<file path="src/vic_pkg.sv">
// Constants shared by the vectored interrupt controller and its helpers.
package vic_pkg;

  // Request and enable vector layout, one bit per source.
  localparam int SRC_N         = 10;
  localparam int SRC_BASIC     = 0;
  localparam int SRC_PIN4      = 1;
  localparam int SRC_PIN0      = 2;
  localparam int SRC_PIN1      = 3;
  localparam int SRC_SERIAL    = 4;
  localparam int SRC_TIMER     = 5;
  localparam int SRC_PULSE     = 6;
  localparam int SRC_KEYSCAN   = 7;
  localparam int SRC_PIN2      = 8;
  localparam int SRC_CLOCK     = 9;

  // Vectored request numbering: vector 1 is the shared one, 7 the lowest priority.
  localparam int VEC_N         = 7;
  localparam int VEC_SHARED    = 1;

  // Register indices; the byte address is four times the index.
  localparam int IDX_W                      = 14;
  localparam logic [IDX_W-1:0] IDX_PRIO     = 14'h0FB2;
  localparam logic [IDX_W-1:0] IDX_PIN0     = 14'h0FB4;
  localparam logic [IDX_W-1:0] IDX_PIN1     = 14'h0FB5;
  localparam logic [IDX_W-1:0] IDX_REQUEST  = 14'h0FB8;
  localparam logic [IDX_W-1:0] IDX_ENABLE   = 14'h0FB9;
  localparam logic [IDX_W-1:0] IDX_STATUS   = 14'h0FBA;
  localparam int ADDR_W        = 16;

  // Field positions inside the four-bit control registers.
  localparam int EDGE_BIT      = 0;
  localparam int SAMPLE_BIT    = 3;
  localparam int MIE_BIT       = 3;
  localparam int SEL_W         = 3;

  // Reset values.
  localparam logic [3:0]       CTRL_RST  = 4'h0;
  localparam logic [SRC_N-1:0] FLAG_RST  = 10'h000;

  // Vector word layout: bank flags on top, service start address below.
  localparam int VW_W          = 16;
  localparam int VW_MBE_BIT    = 15;
  localparam int VW_RBE_BIT    = 14;
  localparam int START_W       = 14;

  // Nesting status codes, one-hot except NONE, which is all zeros.
  typedef enum logic [1:0] {
    VIC_NEST_NONE = 2'b00,
    VIC_NEST_ONE  = 2'b01,
    VIC_NEST_TWO  = 2'b10
  } vic_nest_t;

endpackage

</file>
<file path="src/vic_ctrl.sv">
// Vectored interrupt controller with APB registers, edge inputs and nesting status.
//
// Implementation choice: the APB slave port.
`timescale 1ns/1ps
//////////////////////////////////////////////////////////////////////////////////////////////
// How it works
// [RQ1] Ten request flags and ten matching enable flags, eight vectored and two test sources.
// [RQ2] A source event sets its request flag; acceptance clears it, except the shared vector with both its sources enabled.
// [RQ3] Request and enable both set drive that vector's request line, also used for wake.
// [RQ4] A request flag written to one by software interrupts like a hardware request.
// [RQ5] Reset clears every request and enable flag, so nothing can interrupt.
// [RQ6] Pin four sets on either edge; peripheral pulses set the internal flags.
// [RQ7] Edge select bit zero picks rising, one picks falling, for pins zero and one.
// [RQ8] The test pin two sets its flag on rising edges only.
// [RQ9] Pin zero passes a sampled filter needing two agreeing samples before it changes.
// [RQ10] Bit three of the pin zero select picks CPU clock or divided oscillator sampling.
// [RQ11] Reset clears both edge select registers, giving rising edge detection.
// [RQ12] In standby the pin zero sampler stops, so that pin cannot be detected.
// [RQ13] Software disables interrupts, changes edge select, clears the flag, then re-enables.
// [RQ14] Low three bits of the priority register name the one high-order vector.
// [RQ15] Bit three is the master enable; enable sets it, disable clears it, reset zeroes all.
// [RQ16] Software clears the master enable before changing the high-order selection.
// [RQ17] Status 00 takes all, 01 only high-order, 10 none; acceptance steps it up.
// [RQ18] The status goes out with the status word on acceptance; return restores it.
// [RQ19] Software may zero the status for deeper nesting after disabling interrupts.
// [RQ20] With one shared source enabled it behaves normally and is cleared on acceptance.
// [RQ21] With both shared sources enabled the request is their AND and neither is cleared.
// [RQ22] The vector word gives the service start address and both bank enable flags.
// [RQ23] Simultaneous requests resolve by fixed priority one to seven, vectors two to fourteen.
// [RQ24] Test sources obey their enables but never raise a vectored interrupt.
module vic_ctrl #(
  parameter int FILTER_STAGES = 2
) (
  input  wire logic                          clk,
  input  wire logic                          sys_rst,
  // APB slave.
  input  wire logic                          psel,
  input  wire logic                          penable,
  input  wire logic                          pwrite,
  input  wire logic [vic_pkg::ADDR_W-1:0]    paddr,
  input  wire logic [31:0]                   pwdata,
  output logic [31:0]                        prdata,
  output logic                               pready,
  output logic                               pslverr,
  // External pins and peripheral events.
  input  wire logic                          filtered_ext_pin,
  input  wire logic                          second_ext_pin,
  input  wire logic                          test_ext_pin,
  input  wire logic                          dual_edge_ext_pin,
  input  wire logic                          fx_div64_tick,
  input  wire logic                          standby,
  input  wire logic                          basic_timer_event,
  input  wire logic                          serial_done_event,
  input  wire logic                          timer_match_event,
  input  wire logic                          pulse_gen_event,
  input  wire logic                          key_scan_event,
  input  wire logic                          clock_timer_event,
  // CPU core side.
  input  wire logic                          enable_instr,
  input  wire logic                          disable_instr,
  input  wire logic                          cpu_accept,
  input  wire logic [vic_pkg::VW_W-1:0]      vector_word,
  input  wire logic                          return_from_interrupt,
  input  wire logic [1:0]                    restore_status,
  output logic                               int_request,
  output logic [2:0]                         vector_index,
  output logic [vic_pkg::ADDR_W-1:0]         vector_addr,
  output logic [vic_pkg::VEC_N:1]            vectored_request_line,
  output logic                               standby_wake,
  output logic [1:0]                         nest_status,
  output logic [vic_pkg::START_W-1:0]        service_start,
  output logic                               memory_bank_enable,
  output logic                               register_bank_enable
);

  logic [vic_pkg::SRC_N-1:0]   req_q, req_d, en_q, set_evt, clr_acc;
  logic [3:0]                  pin0_sel_q, pin1_sel_q, prio_q;
  logic [1:0]                  nest_q;
  logic [vic_pkg::VEC_N:1]     vrq, allowed, cand, high_mask;
  logic                        both_shared, pend;
  logic [2:0]                  pend_idx;
  logic                        pin0_tick, pin0_clean, pin0_evt, pin1_evt, pin2_evt, pin4_evt;
  logic                        setup, wr_en, hit;
  logic [vic_pkg::IDX_W-1:0]   idx;
  logic [31:0]                 rd_val;
  logic                        pready_q, pslverr_q, int_q, wake_q, mbe_q, rbe_q;
  logic [31:0]                 prdata_q;
  logic [2:0]                  vidx_q;
  logic [vic_pkg::VEC_N:1]     vrq_q;
  logic [vic_pkg::START_W-1:0] start_q;

  initial begin
    if (FILTER_STAGES < 2 || FILTER_STAGES > 8) begin
      $error("vic_ctrl filter stages must lie between two and eight");
    end
  end

  //////////////////////////////////////////////////////////////////////////////////////////
  // Edge inputs.

  // The sampler stops in standby because its clock is held there.
  assign pin0_tick = ~standby & (pin0_sel_q[vic_pkg::SAMPLE_BIT] ? fx_div64_tick : 1'b1); // [RQ10] [RQ12]

  vic_noise_filter #(.STAGES(FILTER_STAGES)) u_pin0_filter ( // [RQ9]
    .clk      (clk),
    .sys_rst  (sys_rst),
    .tick     (pin0_tick),
    .raw      (filtered_ext_pin),
    .filtered (pin0_clean)
  );

  vic_edge_detect u_pin0_edge ( // [RQ7]
    .clk        (clk),
    .sys_rst    (sys_rst),
    .level      (pin0_clean),
    .rise_en    (~pin0_sel_q[vic_pkg::EDGE_BIT]),
    .fall_en    (pin0_sel_q[vic_pkg::EDGE_BIT]),
    .edge_pulse (pin0_evt)
  );

  vic_edge_detect u_pin1_edge ( // [RQ7]
    .clk        (clk),
    .sys_rst    (sys_rst),
    .level      (second_ext_pin),
    .rise_en    (~pin1_sel_q[vic_pkg::EDGE_BIT]),
    .fall_en    (pin1_sel_q[vic_pkg::EDGE_BIT]),
    .edge_pulse (pin1_evt)
  );

  vic_edge_detect u_pin2_edge ( // [RQ8]
    .clk        (clk),
    .sys_rst    (sys_rst),
    .level      (test_ext_pin),
    .rise_en    (1'b1),
    .fall_en    (1'b0),
    .edge_pulse (pin2_evt)
  );

  vic_edge_detect u_pin4_edge ( // [RQ6]
    .clk        (clk),
    .sys_rst    (sys_rst),
    .level      (dual_edge_ext_pin),
    .rise_en    (1'b1),
    .fall_en    (1'b1),
    .edge_pulse (pin4_evt)
  );

  // Set events gathered in flag order.
  always_comb begin
    set_evt                       = '0;
    set_evt[vic_pkg::SRC_BASIC]   = basic_timer_event; // [RQ6]
    set_evt[vic_pkg::SRC_PIN4]    = pin4_evt;
    set_evt[vic_pkg::SRC_PIN0]    = pin0_evt;
    set_evt[vic_pkg::SRC_PIN1]    = pin1_evt;
    set_evt[vic_pkg::SRC_SERIAL]  = serial_done_event;
    set_evt[vic_pkg::SRC_TIMER]   = timer_match_event;
    set_evt[vic_pkg::SRC_PULSE]   = pulse_gen_event;
    set_evt[vic_pkg::SRC_KEYSCAN] = key_scan_event;
    set_evt[vic_pkg::SRC_PIN2]    = pin2_evt;
    set_evt[vic_pkg::SRC_CLOCK]   = clock_timer_event;
  end

  //////////////////////////////////////////////////////////////////////////////////////////
  // APB slave: a setup cycle followed by one access cycle, no wait states.

  assign setup = psel & ~penable;
  assign idx   = paddr[vic_pkg::ADDR_W-1:2];
  assign wr_en = psel & penable & pready_q & pwrite & ~pslverr_q;

  // Address decode and read mux.
  always_comb begin
    hit    = 1'b1;
    rd_val = '0;
    if (idx == vic_pkg::IDX_PRIO) begin
      rd_val[3:0] = prio_q;
    end else if (idx == vic_pkg::IDX_PIN0) begin
      rd_val[3:0] = pin0_sel_q;
    end else if (idx == vic_pkg::IDX_PIN1) begin
      rd_val[3:0] = pin1_sel_q;
    end else if (idx == vic_pkg::IDX_REQUEST) begin
      rd_val[vic_pkg::SRC_N-1:0] = req_q;
    end else if (idx == vic_pkg::IDX_ENABLE) begin
      rd_val[vic_pkg::SRC_N-1:0] = en_q;
    end else if (idx == vic_pkg::IDX_STATUS) begin
      rd_val[3:0] = {mbe_q, rbe_q, nest_q};
    end else begin
      hit = 1'b0;
    end
  end

  // Ready, error and read data are all prepared in the setup cycle.
  always_ff @(posedge clk or posedge sys_rst) begin
    if (sys_rst) begin
      pready_q  <= 1'b0;
      pslverr_q <= 1'b0;
      prdata_q  <= '0;
    end else begin
      pready_q  <= setup;
      pslverr_q <= setup & ~hit;
      if (setup) begin
        prdata_q <= (hit & ~pwrite) ? rd_val : '0;
      end
    end
  end

  //////////////////////////////////////////////////////////////////////////////////////////
  // Control registers.

  // Edge select registers start at zero, meaning rising edges.
  always_ff @(posedge clk or posedge sys_rst) begin
    if (sys_rst) begin
      pin0_sel_q <= vic_pkg::CTRL_RST; // [RQ11]
      pin1_sel_q <= vic_pkg::CTRL_RST; // [RQ11]
    end else if (wr_en && idx == vic_pkg::IDX_PIN0) begin
      pin0_sel_q <= pwdata[3:0];
    end else if (wr_en && idx == vic_pkg::IDX_PIN1) begin
      pin1_sel_q <= pwdata[3:0];
    end
  end

  // Enable and disable instructions override a bus write of the master enable.
  always_ff @(posedge clk or posedge sys_rst) begin
    if (sys_rst) begin
      prio_q <= vic_pkg::CTRL_RST; // [RQ15]
    end else begin
      if (wr_en && idx == vic_pkg::IDX_PRIO) begin
        prio_q <= pwdata[3:0];
      end
      if (enable_instr) begin
        prio_q[vic_pkg::MIE_BIT] <= 1'b1; // [RQ15]
      end else if (disable_instr) begin
        prio_q[vic_pkg::MIE_BIT] <= 1'b0; // [RQ15]
      end
    end
  end

  // Enable flags are software owned.
  always_ff @(posedge clk or posedge sys_rst) begin
    if (sys_rst) begin
      en_q <= vic_pkg::FLAG_RST; // [RQ5]
    end else if (wr_en && idx == vic_pkg::IDX_ENABLE) begin
      en_q <= pwdata[vic_pkg::SRC_N-1:0]; // [RQ1]
    end
  end

  //////////////////////////////////////////////////////////////////////////////////////////
  // Request flags, vectors and acceptance.

  assign both_shared = en_q[vic_pkg::SRC_BASIC] & en_q[vic_pkg::SRC_PIN4];

  // Vector request lines; test sources have none.
  always_comb begin
    if (both_shared) begin
      vrq[vic_pkg::VEC_SHARED] = req_q[vic_pkg::SRC_BASIC] & req_q[vic_pkg::SRC_PIN4]; // [RQ21]
    end else begin
      vrq[vic_pkg::VEC_SHARED] = |(req_q[vic_pkg::SRC_PIN4:0] & en_q[vic_pkg::SRC_PIN4:0]); // [RQ20]
    end
    vrq[vic_pkg::VEC_N:2] = req_q[vic_pkg::SRC_KEYSCAN:vic_pkg::SRC_PIN0]
                          & en_q[vic_pkg::SRC_KEYSCAN:vic_pkg::SRC_PIN0]; // [RQ3] [RQ24]
  end

  // Nesting gate and master enable, then fixed priority with vector one first.
  always_comb begin
    high_mask = '0;
    for (int v = 1; v <= vic_pkg::VEC_N; v++) begin
      high_mask[v] = (prio_q[vic_pkg::SEL_W-1:0] == v[vic_pkg::SEL_W-1:0]); // [RQ14]
    end
    case (nest_q)
      vic_pkg::VIC_NEST_NONE: allowed = '1; // [RQ17]
      vic_pkg::VIC_NEST_ONE:  allowed = high_mask; // [RQ17]
      default:                allowed = '0; // [RQ17]
    endcase
    cand     = vrq & allowed & {vic_pkg::VEC_N{prio_q[vic_pkg::MIE_BIT]}}; // [RQ15]
    pend     = |cand;
    pend_idx = '0;
    for (int v = vic_pkg::VEC_N; v >= 1; v--) begin
      if (cand[v]) begin
        pend_idx = v[2:0]; // [RQ23]
      end
    end
  end

  // Flags cleared by acceptance of the registered vector.
  always_comb begin
    clr_acc = '0;
    if (cpu_accept && int_q) begin
      if (vidx_q == vic_pkg::VEC_SHARED[2:0]) begin
        if (!both_shared) begin
          clr_acc[vic_pkg::SRC_PIN4:0] = en_q[vic_pkg::SRC_PIN4:0]; // [RQ20] [RQ21]
        end
      end else begin
        clr_acc[vidx_q] = 1'b1; // [RQ2]
      end
    end
  end

  // A write stores the flags as given; events then win over any clear in the same cycle.
  always_comb begin
    req_d = req_q;
    if (wr_en && idx == vic_pkg::IDX_REQUEST) begin
      req_d = pwdata[vic_pkg::SRC_N-1:0]; // [RQ4]
    end
    req_d = (req_d & ~clr_acc) | set_evt; // [RQ2]
  end

  always_ff @(posedge clk or posedge sys_rst) begin
    if (sys_rst) begin
      req_q <= vic_pkg::FLAG_RST; // [RQ5]
    end else begin
      req_q <= req_d; // [RQ1]
    end
  end

  // Nesting status: acceptance steps up, return restores, software may rewrite it.
  always_ff @(posedge clk or posedge sys_rst) begin
    if (sys_rst) begin
      nest_q <= vic_pkg::VIC_NEST_NONE;
    end else if (cpu_accept && int_q) begin
      nest_q <= (nest_q == vic_pkg::VIC_NEST_NONE) ? vic_pkg::VIC_NEST_ONE
                                                   : vic_pkg::VIC_NEST_TWO; // [RQ18]
    end else if (return_from_interrupt) begin
      nest_q <= restore_status; // [RQ18]
    end else if (wr_en && idx == vic_pkg::IDX_STATUS) begin
      nest_q <= pwdata[1:0]; // [RQ19]
    end
  end

  // Vector word fields are captured as the service routine is entered.
  always_ff @(posedge clk or posedge sys_rst) begin
    if (sys_rst) begin
      start_q <= '0;
      mbe_q   <= 1'b0;
      rbe_q   <= 1'b0;
    end else if (cpu_accept && int_q) begin
      start_q <= vector_word[vic_pkg::START_W-1:0]; // [RQ22]
      mbe_q   <= vector_word[vic_pkg::VW_MBE_BIT]; // [RQ22]
      rbe_q   <= vector_word[vic_pkg::VW_RBE_BIT]; // [RQ22]
    end
  end

  // Request toward the core drops for the cycle after an accept so a stale vector is never taken twice.
  always_ff @(posedge clk or posedge sys_rst) begin
    if (sys_rst) begin
      int_q  <= 1'b0;
      vidx_q <= '0;
      vrq_q  <= '0;
      wake_q <= 1'b0;
    end else begin
      int_q  <= pend & ~(cpu_accept & int_q);
      vidx_q <= pend_idx;
      vrq_q  <= vrq; // [RQ3]
      wake_q <= |(req_q & en_q); // [RQ3]
    end
  end

  assign prdata                = prdata_q;
  assign pready                = pready_q;
  assign pslverr               = pslverr_q;
  assign int_request           = int_q;
  assign vector_index          = vidx_q;
  assign vector_addr           = {{(vic_pkg::ADDR_W-4){1'b0}}, vidx_q, 1'b0};
  assign vectored_request_line = vrq_q;
  assign standby_wake          = wake_q;
  assign nest_status           = nest_q;
  assign service_start         = start_q;
  assign memory_bank_enable    = mbe_q;
  assign register_bank_enable  = rbe_q;
endmodule // vic_ctrl

</file>
<file path="src/vic_edge_detect.sv">
// Edge detector with separately enabled rising and falling edges.
`timescale 1ns/1ps
module vic_edge_detect (
  input  wire logic clk,
  input  wire logic sys_rst,
  input  wire logic level,
  input  wire logic rise_en,
  input  wire logic fall_en,
  output logic      edge_pulse
);

  logic prev_q;

  // Previous level; starting low means a pin held high at reset reads as one rising edge.
  always_ff @(posedge clk or posedge sys_rst) begin
    if (sys_rst) begin
      prev_q <= 1'b0;
    end else begin
      prev_q <= level;
    end
  end

  // One-cycle pulse on any enabled transition.
  assign edge_pulse = (rise_en & level & ~prev_q) | (fall_en & ~level & prev_q);

endmodule // vic_edge_detect

</file>
<file path="src/vic_noise_filter.sv">
// Sampled noise filter: the output follows only levels seen on consecutive ticks.
`timescale 1ns/1ps
module vic_noise_filter #(
  parameter int STAGES = 2
) (
  input  wire logic clk,
  input  wire logic sys_rst,
  input  wire logic tick,
  input  wire logic raw,
  output logic      filtered
);

  logic [STAGES-1:0] samp_q;
  logic              filt_q;

  initial begin
    if (STAGES < 2) begin
      $error("vic_noise_filter needs at least two sample stages");
    end
  end

  // Samples are taken only on ticks, so a pulse shorter than one tick period may vanish.
  always_ff @(posedge clk or posedge sys_rst) begin
    if (sys_rst) begin
      samp_q <= '0;
    end else if (tick) begin
      samp_q <= {samp_q[STAGES-2:0], raw};
    end
  end

  // The level changes only when all stored samples agree.
  always_ff @(posedge clk or posedge sys_rst) begin
    if (sys_rst) begin
      filt_q <= 1'b0;
    end else if (&samp_q) begin
      filt_q <= 1'b1;
    end else if (~|samp_q) begin
      filt_q <= 1'b0;
    end
  end

  assign filtered = filt_q;

endmodule // vic_noise_filter

</file>
<file path="config.mk">
export PLATFORM = sky130hd
export DESIGN_NAME = vic_ctrl
export DESIGN_NICKNAME = d
export VERILOG_FILES = /design/src/vic_pkg.sv /design/src/vic_ctrl.sv /design/src/vic_edge_detect.sv /design/src/vic_noise_filter.sv
export SDC_FILE = /design/constraint.sdc
export NUM_CORES = 1
export LEC_CHECK = 0
export ABC_CLOCK_PERIOD_IN_PS = 3510
export BUFFER_PORTS_ARGS = -buffer_cell sky130_fd_sc_hd__buf_4
export CAP_MARGIN = 20
export CORE_ASPECT_RATIO = 0.5
export CORE_MARGIN = 2
export CORE_UTILIZATION = 48
export DETAILED_ROUTE_END_ITERATION = 8
export PLACE_DENSITY = 0.82
export REMOVE_ABC_BUFFERS = 1
export SLEW_MARGIN = 30
export SYNTH_ARGS = -nofsm -noshare
export SYNTH_HDL_FRONTEND = slang
export SYNTH_SLANG_ARGS = --single-unit
export TNS_END_PERCENT = 30
</file>
<file path="constraint.sdc">
create_clock -name clk -period 3.51 [get_ports clk]
set_input_delay 0.5265 -clock clk [delete_from_list [all_inputs] [get_ports clk]]
set_output_delay 0.5265 -clock clk [all_outputs]
set_load 0.02 [all_outputs]
</file>
Word-level counts from Yosys, hierarchy flattened
Cells that the tools add are included. Widths: inputs -> output; s select.

Word-level logic and storage cells: 151. Bits in registers: 103. Output and inout port bits: 80.

Order comparisons: 2. Eq/ne operators: 16. Muxes and demuxes: 43. Bitwise logic cells: 50. Reduce and logical (&&, ||, !) cells: 17.

Operators with widths (number): $eq 14x12->1 const B (6); $mux 10 (3); $mux 6 (5); $mux 4 (6); $and 1x1->1 (23); $mux 3 (7); $and 10x10->10 (2); $not 1->1 (16); $and 7x7->7 (2); $pmux 7 s2 (1); $mux 1 (13); $eq 3x3->1 const B (4); $mux 2 (6); $not 10->10 (1); $or 10x10->10 (1); $reduce_or 10->1 (1); $logic_and 1x1->1 (8); $mux 8 (1); $reduce_or 7->1 (1); $and 6x6->6 (1); $eq 3x1->1 const B (2); $eq 3x2->1 const B (2); $reduce_bool 3->1 (2); $lt 3x5->1 const B (1); other kinds (9) (13).

Logic depth before layout (Yosys ltp)
Depth after elaboration: 12. Depth in mapped cells: 6. Depth with buffers taken out: 6.

By module
Synthesis repeated with hierarchy kept, for this count alone.

Cells, all modules: 413. Area, all modules: 4421.7 µm².

Modules (own cells, without submodules): vic_ctrl (cells an instance 385, times used 1, seq. area each 1851.8 µm², area an instance 4126.5 µm²); vic_edge_detect (cells an instance 5, times used 4, seq. area each 25.0 µm², area an instance 42.5 µm²); vic_noise_filter (cells an instance 8, times used 1, seq. area each 75.1 µm², area an instance 125.1 µm²).

Worst setup path before layout
OpenSTA, ideal clock, no wires.

Path type: input port to flip-flop. From: in paddr[15] (netlist bit). To: reg pin0_sel_q[0]. Setup slack: 1.517 ns. Data required time: 3.385 ns. Arrival time: 1.868 ns. Cell stages on the path: 5. Path through: or4b_4 -> nor4_4 -> nand2_1 -> nor2_2 -> mux2_2.

Longest elaborated chain between the ends: 2.

RTL lines: start, declared (line vic_ctrl.sv:40) `input wire logic [vic_pkg::ADDR_W-1:0] paddr,`; $eq 14x12->1 (line vic_ctrl.sv:214) `end else if (wr_en && idx == vic_pkg::IDX_PIN0) begin`; $logic_and 1x1->1 (line vic_ctrl.sv:214); end signal, assigned (line vic_ctrl.sv:212) `pin0_sel_q <= vic_pkg::CTRL_RST;`; end signal, assigned (line vic_ctrl.sv:215) `pin0_sel_q <= pwdata[3:0];`; end, declared (line vic_ctrl.sv:77) `logic [3:0] pin0_sel_q, pin1_sel_q, prio_q;`.

No other way between the ends. A chain may end at the register's enable or synchronous reset.

Worst setup path after layout
From: in paddr[13] (netlist bit). To: reg req_q[3] (netlist bit).

Longest elaborated chain between the ends: 5.

RTL lines: $eq 14x12->1 (line vic_ctrl.sv:300) `if (wr_en && idx == vic_pkg::IDX_REQUEST) begin`; $logic_and 1x1->1 (line vic_ctrl.sv:300); $mux 10 (line vic_ctrl.sv:300); $and 10x10->10 (line vic_ctrl.sv:303) `req_d = (req_d & ~clr_acc) | set_evt;`; $or 10x10->10 (line vic_ctrl.sv:303); via req_d, one bit (line vic_ctrl.sv:76) `logic [vic_pkg::SRC_N-1:0] req_q, req_d, en_q, set_evt, clr_acc;`; end signal, assigned (line vic_ctrl.sv:308) `req_q <= vic_pkg::FLAG_RST;`; end signal, assigned (line vic_ctrl.sv:310) `req_q <= req_d;`; end, declared (line vic_ctrl.sv:76).

The timed path passes the listed nets, and every way through them passes these cells.

==> qor.txt <==
Vias per cell: 5.123
Cell Pwr Density: 416.6 nW/um^2
Layout filler cell count: 668
Maximum clock rate: 0.4616 GHz
Cts repair resizes: 0
Peak supply drop: 0.0002512 V
CTS clk-pin slew, worst paths: 0.06 ns
Layout cell share with drive strength beyond 1: 31.15%
Die ar.: 9160 sq um
Worst r2r src: pslverr
Status: finished, final reports clean
CP startpoint: paddr[13]
WL final: 9615 um
CTS Sinks: 81
Final hold violation count: 0
Critical Path Start Type: input pin
Critical Path RT: 3.71 ns
Post-synth top area cell: dfrtp_1
Crit-path cells: buf_4 -> nand4_1 -> nor4b_1 -> nand3_1 -> mux2i_1 -> o221ai_1
Critical path class: input pin to register
RePlAce Congestion: 0.9844
Total GRT Usage: 21.51%
Cell at the slowest stage of the critical path: nand3_1
Pre-antenna DRT Iters: 4
Post-CTS setup buffer count: 0
Grt ovf: 0
Leakage: 0.002614 uW
Syn Area/Cell: 10.17 sq um
Synth async-reset ratio: 100.0%
Flops & latches, synth: 81
Synthesis Warnings: 0
Number of synthesized flops with an enable pin: 0
Hold buffers post-CTS: 0
Hold Path Class: input pin to asynchronous set/reset pin
RSZ-0062 raised after global routing: no
Crit-path max cell delay: 0.60 ns
Detailed placement HPWL: 6906 um
Htree depth: 3
Place WS: 1.010 ns
CTS Buf Count: 9
Syn Std Cell Area: 4016 sq um
Vias in the first global route: 3018
DRC: 0
Num ports: 167
Minimum clock period: 2.167 ns
Starting Density: 49.84%
Fin crit share: 61.73%
Worst slew pin tran: 0.7904 ns
TritonCTS clock tree: built
N_diodes: 0
Area overhead of the layout relative to synthesis: 26.57%
Register area share after synthesis: 50.47%
Most frequent cells in the layout: buf_4, dfrtp_1, nand2_1
Setup violators final: 0
Nets: 588
Drt wl/cell: 15.61 um
Setup Skew: 0.009184 ns
Clk buf depth: 2
Antenna violations before repair: 0
Via count: 3156
Pin count of the biggest net entering global routing: 62
Largest cells by area after synthesis: dfrtp_1, buf_4, nand2_1
CTS root buf: clkbuf_16
First-pass GRT wire length: 15120 um
Post-synth top area share: 50.47%
Row count: 23
Post-synth top flop: dfrtp_1
Port bufs: 107
Vert. Die Dim: 68.68 um
Slew HR: 47.18%
Setup TNS: 0 ns
Number of max-cap violations: 0
Worst skew pair latency: 0.33 ns
Synth Instances: 395
Setup WS post-layout: 1.343 ns
Yosys cell types: 49
Die Span X: 133.4 um
Commonest non-fill, non-tap cell in the layout: buf_4
Post-route ant nets: 0
Crit. End Element: register
Final Slew Violations: 0
DR iter-0 viols: 224
WP data arrival: 2.36 ns
Core ar.: 8058 sq um
CP max FO: 10
-- critical path: cells and delay by family --
family                 cells  cell delay [ns]
multiplexers               1             0.35
AO/OA/AOI/OAI              1             0.13
AND/OR/NAND/NOR            3             1.27
buffers and inverters      1             0.07
-- power breakdown --
| group | switching [uW] | internal, uW | total, uW | leakage (uW) |
|---|---|---|---|---|
| clock network | 351 | 572 | 923 | 0.000147 |
| logic | 121 | 89.9 | 211 | 0.00143 |
| registers | 24.5 | 959 | 984 | 0.00104 |
-- per-layer routing --
| layer | vias to the layer above | share of wire (%) | GRT usage [%] |
|---|---|---|---|
| met5 | - | 0 | 0 |
| met4 | 0 | 0.96 | 6.516 |
| met3 | 11 | 5.6 | 4.751 |
| met2 | 119 | 50 | 37.50 |
| met1 | 1501 | 44 | 27.66 |
| li1 | 1525 | - | - |
-- final timing paths --
path / endpoint / slack, ns / depth (start not counted)
max: req_q[3] / 1.34 / 6
min: service_start[4] / 0.24 / 2
max reg2reg: pin0_sel_q[0] / 1.41 / 5
max in group asynchronous: vectored_request_line[7] / 2.57 / 3
min reg2reg: req_q[8] / 0.42 / 1
min in group clk: u_pin2_edge.prev_q / 0.31 / 1
-- registers in the layout (all words and copies together), names as in the netlist, 2 cells and up --
register	cells
vectored_request_line	7
pin0_sel_q	4
service_start	14
prdata	10
u_pin0_filter.samp_q	2
prio_q	4
nest_status	2
en_q	10
req_q	10
pin1_sel_q	4
vector_index	3
-- synth_stat cells (4+ instances only) --
library cell,count
a21oi_1,8
a221oi_1,5
a22oi_1,11
buf_4,38
clkbuf_1,10
dfrtp_1,81
inv_1,13
mux2_2,24
mux2i_1,14
nand2_1,74
nand2b_1,10
nand3_1,11
nor2_1,9
nor3_1,10
nor3b_1,4
o21ai_0,14
o21bai_1,5
-- final cells by class --
| cell class | count | area [sq um] | share of cell area, % |
|---|---|---|---|
| inverters | 13 | 53.80 | 1.058 |
| clock inverters | 1 | 7.507 | 0.1477 |
| clock buffers | 14 | 294.0 | 5.784 |
| well taps | 112 | 140.1 | 2.757 |
| repair buffers | 110 | 825.8 | 16.24 |
| flip-flops and latches | 81 | 2027 | 39.87 |
| multi-input cells | 285 | 1735 | 34.14 |
-- through the flow --
step,total power (uW),std cells,util (%),cell area [sq um],hold slack [ns]
after detailed placement,1210,601,59.35,4782,0.4111
after global routing,2198,616,63.09,5084,0.2816
final,2118,616,63.09,5084,0.2446
after global placement,1206,601,59.30,4778,0.4034
after floorplan,1102,379,-,3811,0.3817
after CTS,2141,616,63.09,5084,0.2659
-- cell families (layout without fill, tap and decap cells) --
kind of cell	count (synthesis)	in the layout	synth area share, %
xor+xnor	2	2	0.4362
mux	38	38	10.22
buf+inv	63	138	9.502
simple gates	144	144	17.79
fa+ha+maj	1	1	0.3115
other cells	1	35	0.09337
compound gates	65	65	11.18
flops	81	81	50.47
No activity file was read; power rests on OpenSTA's default activity.
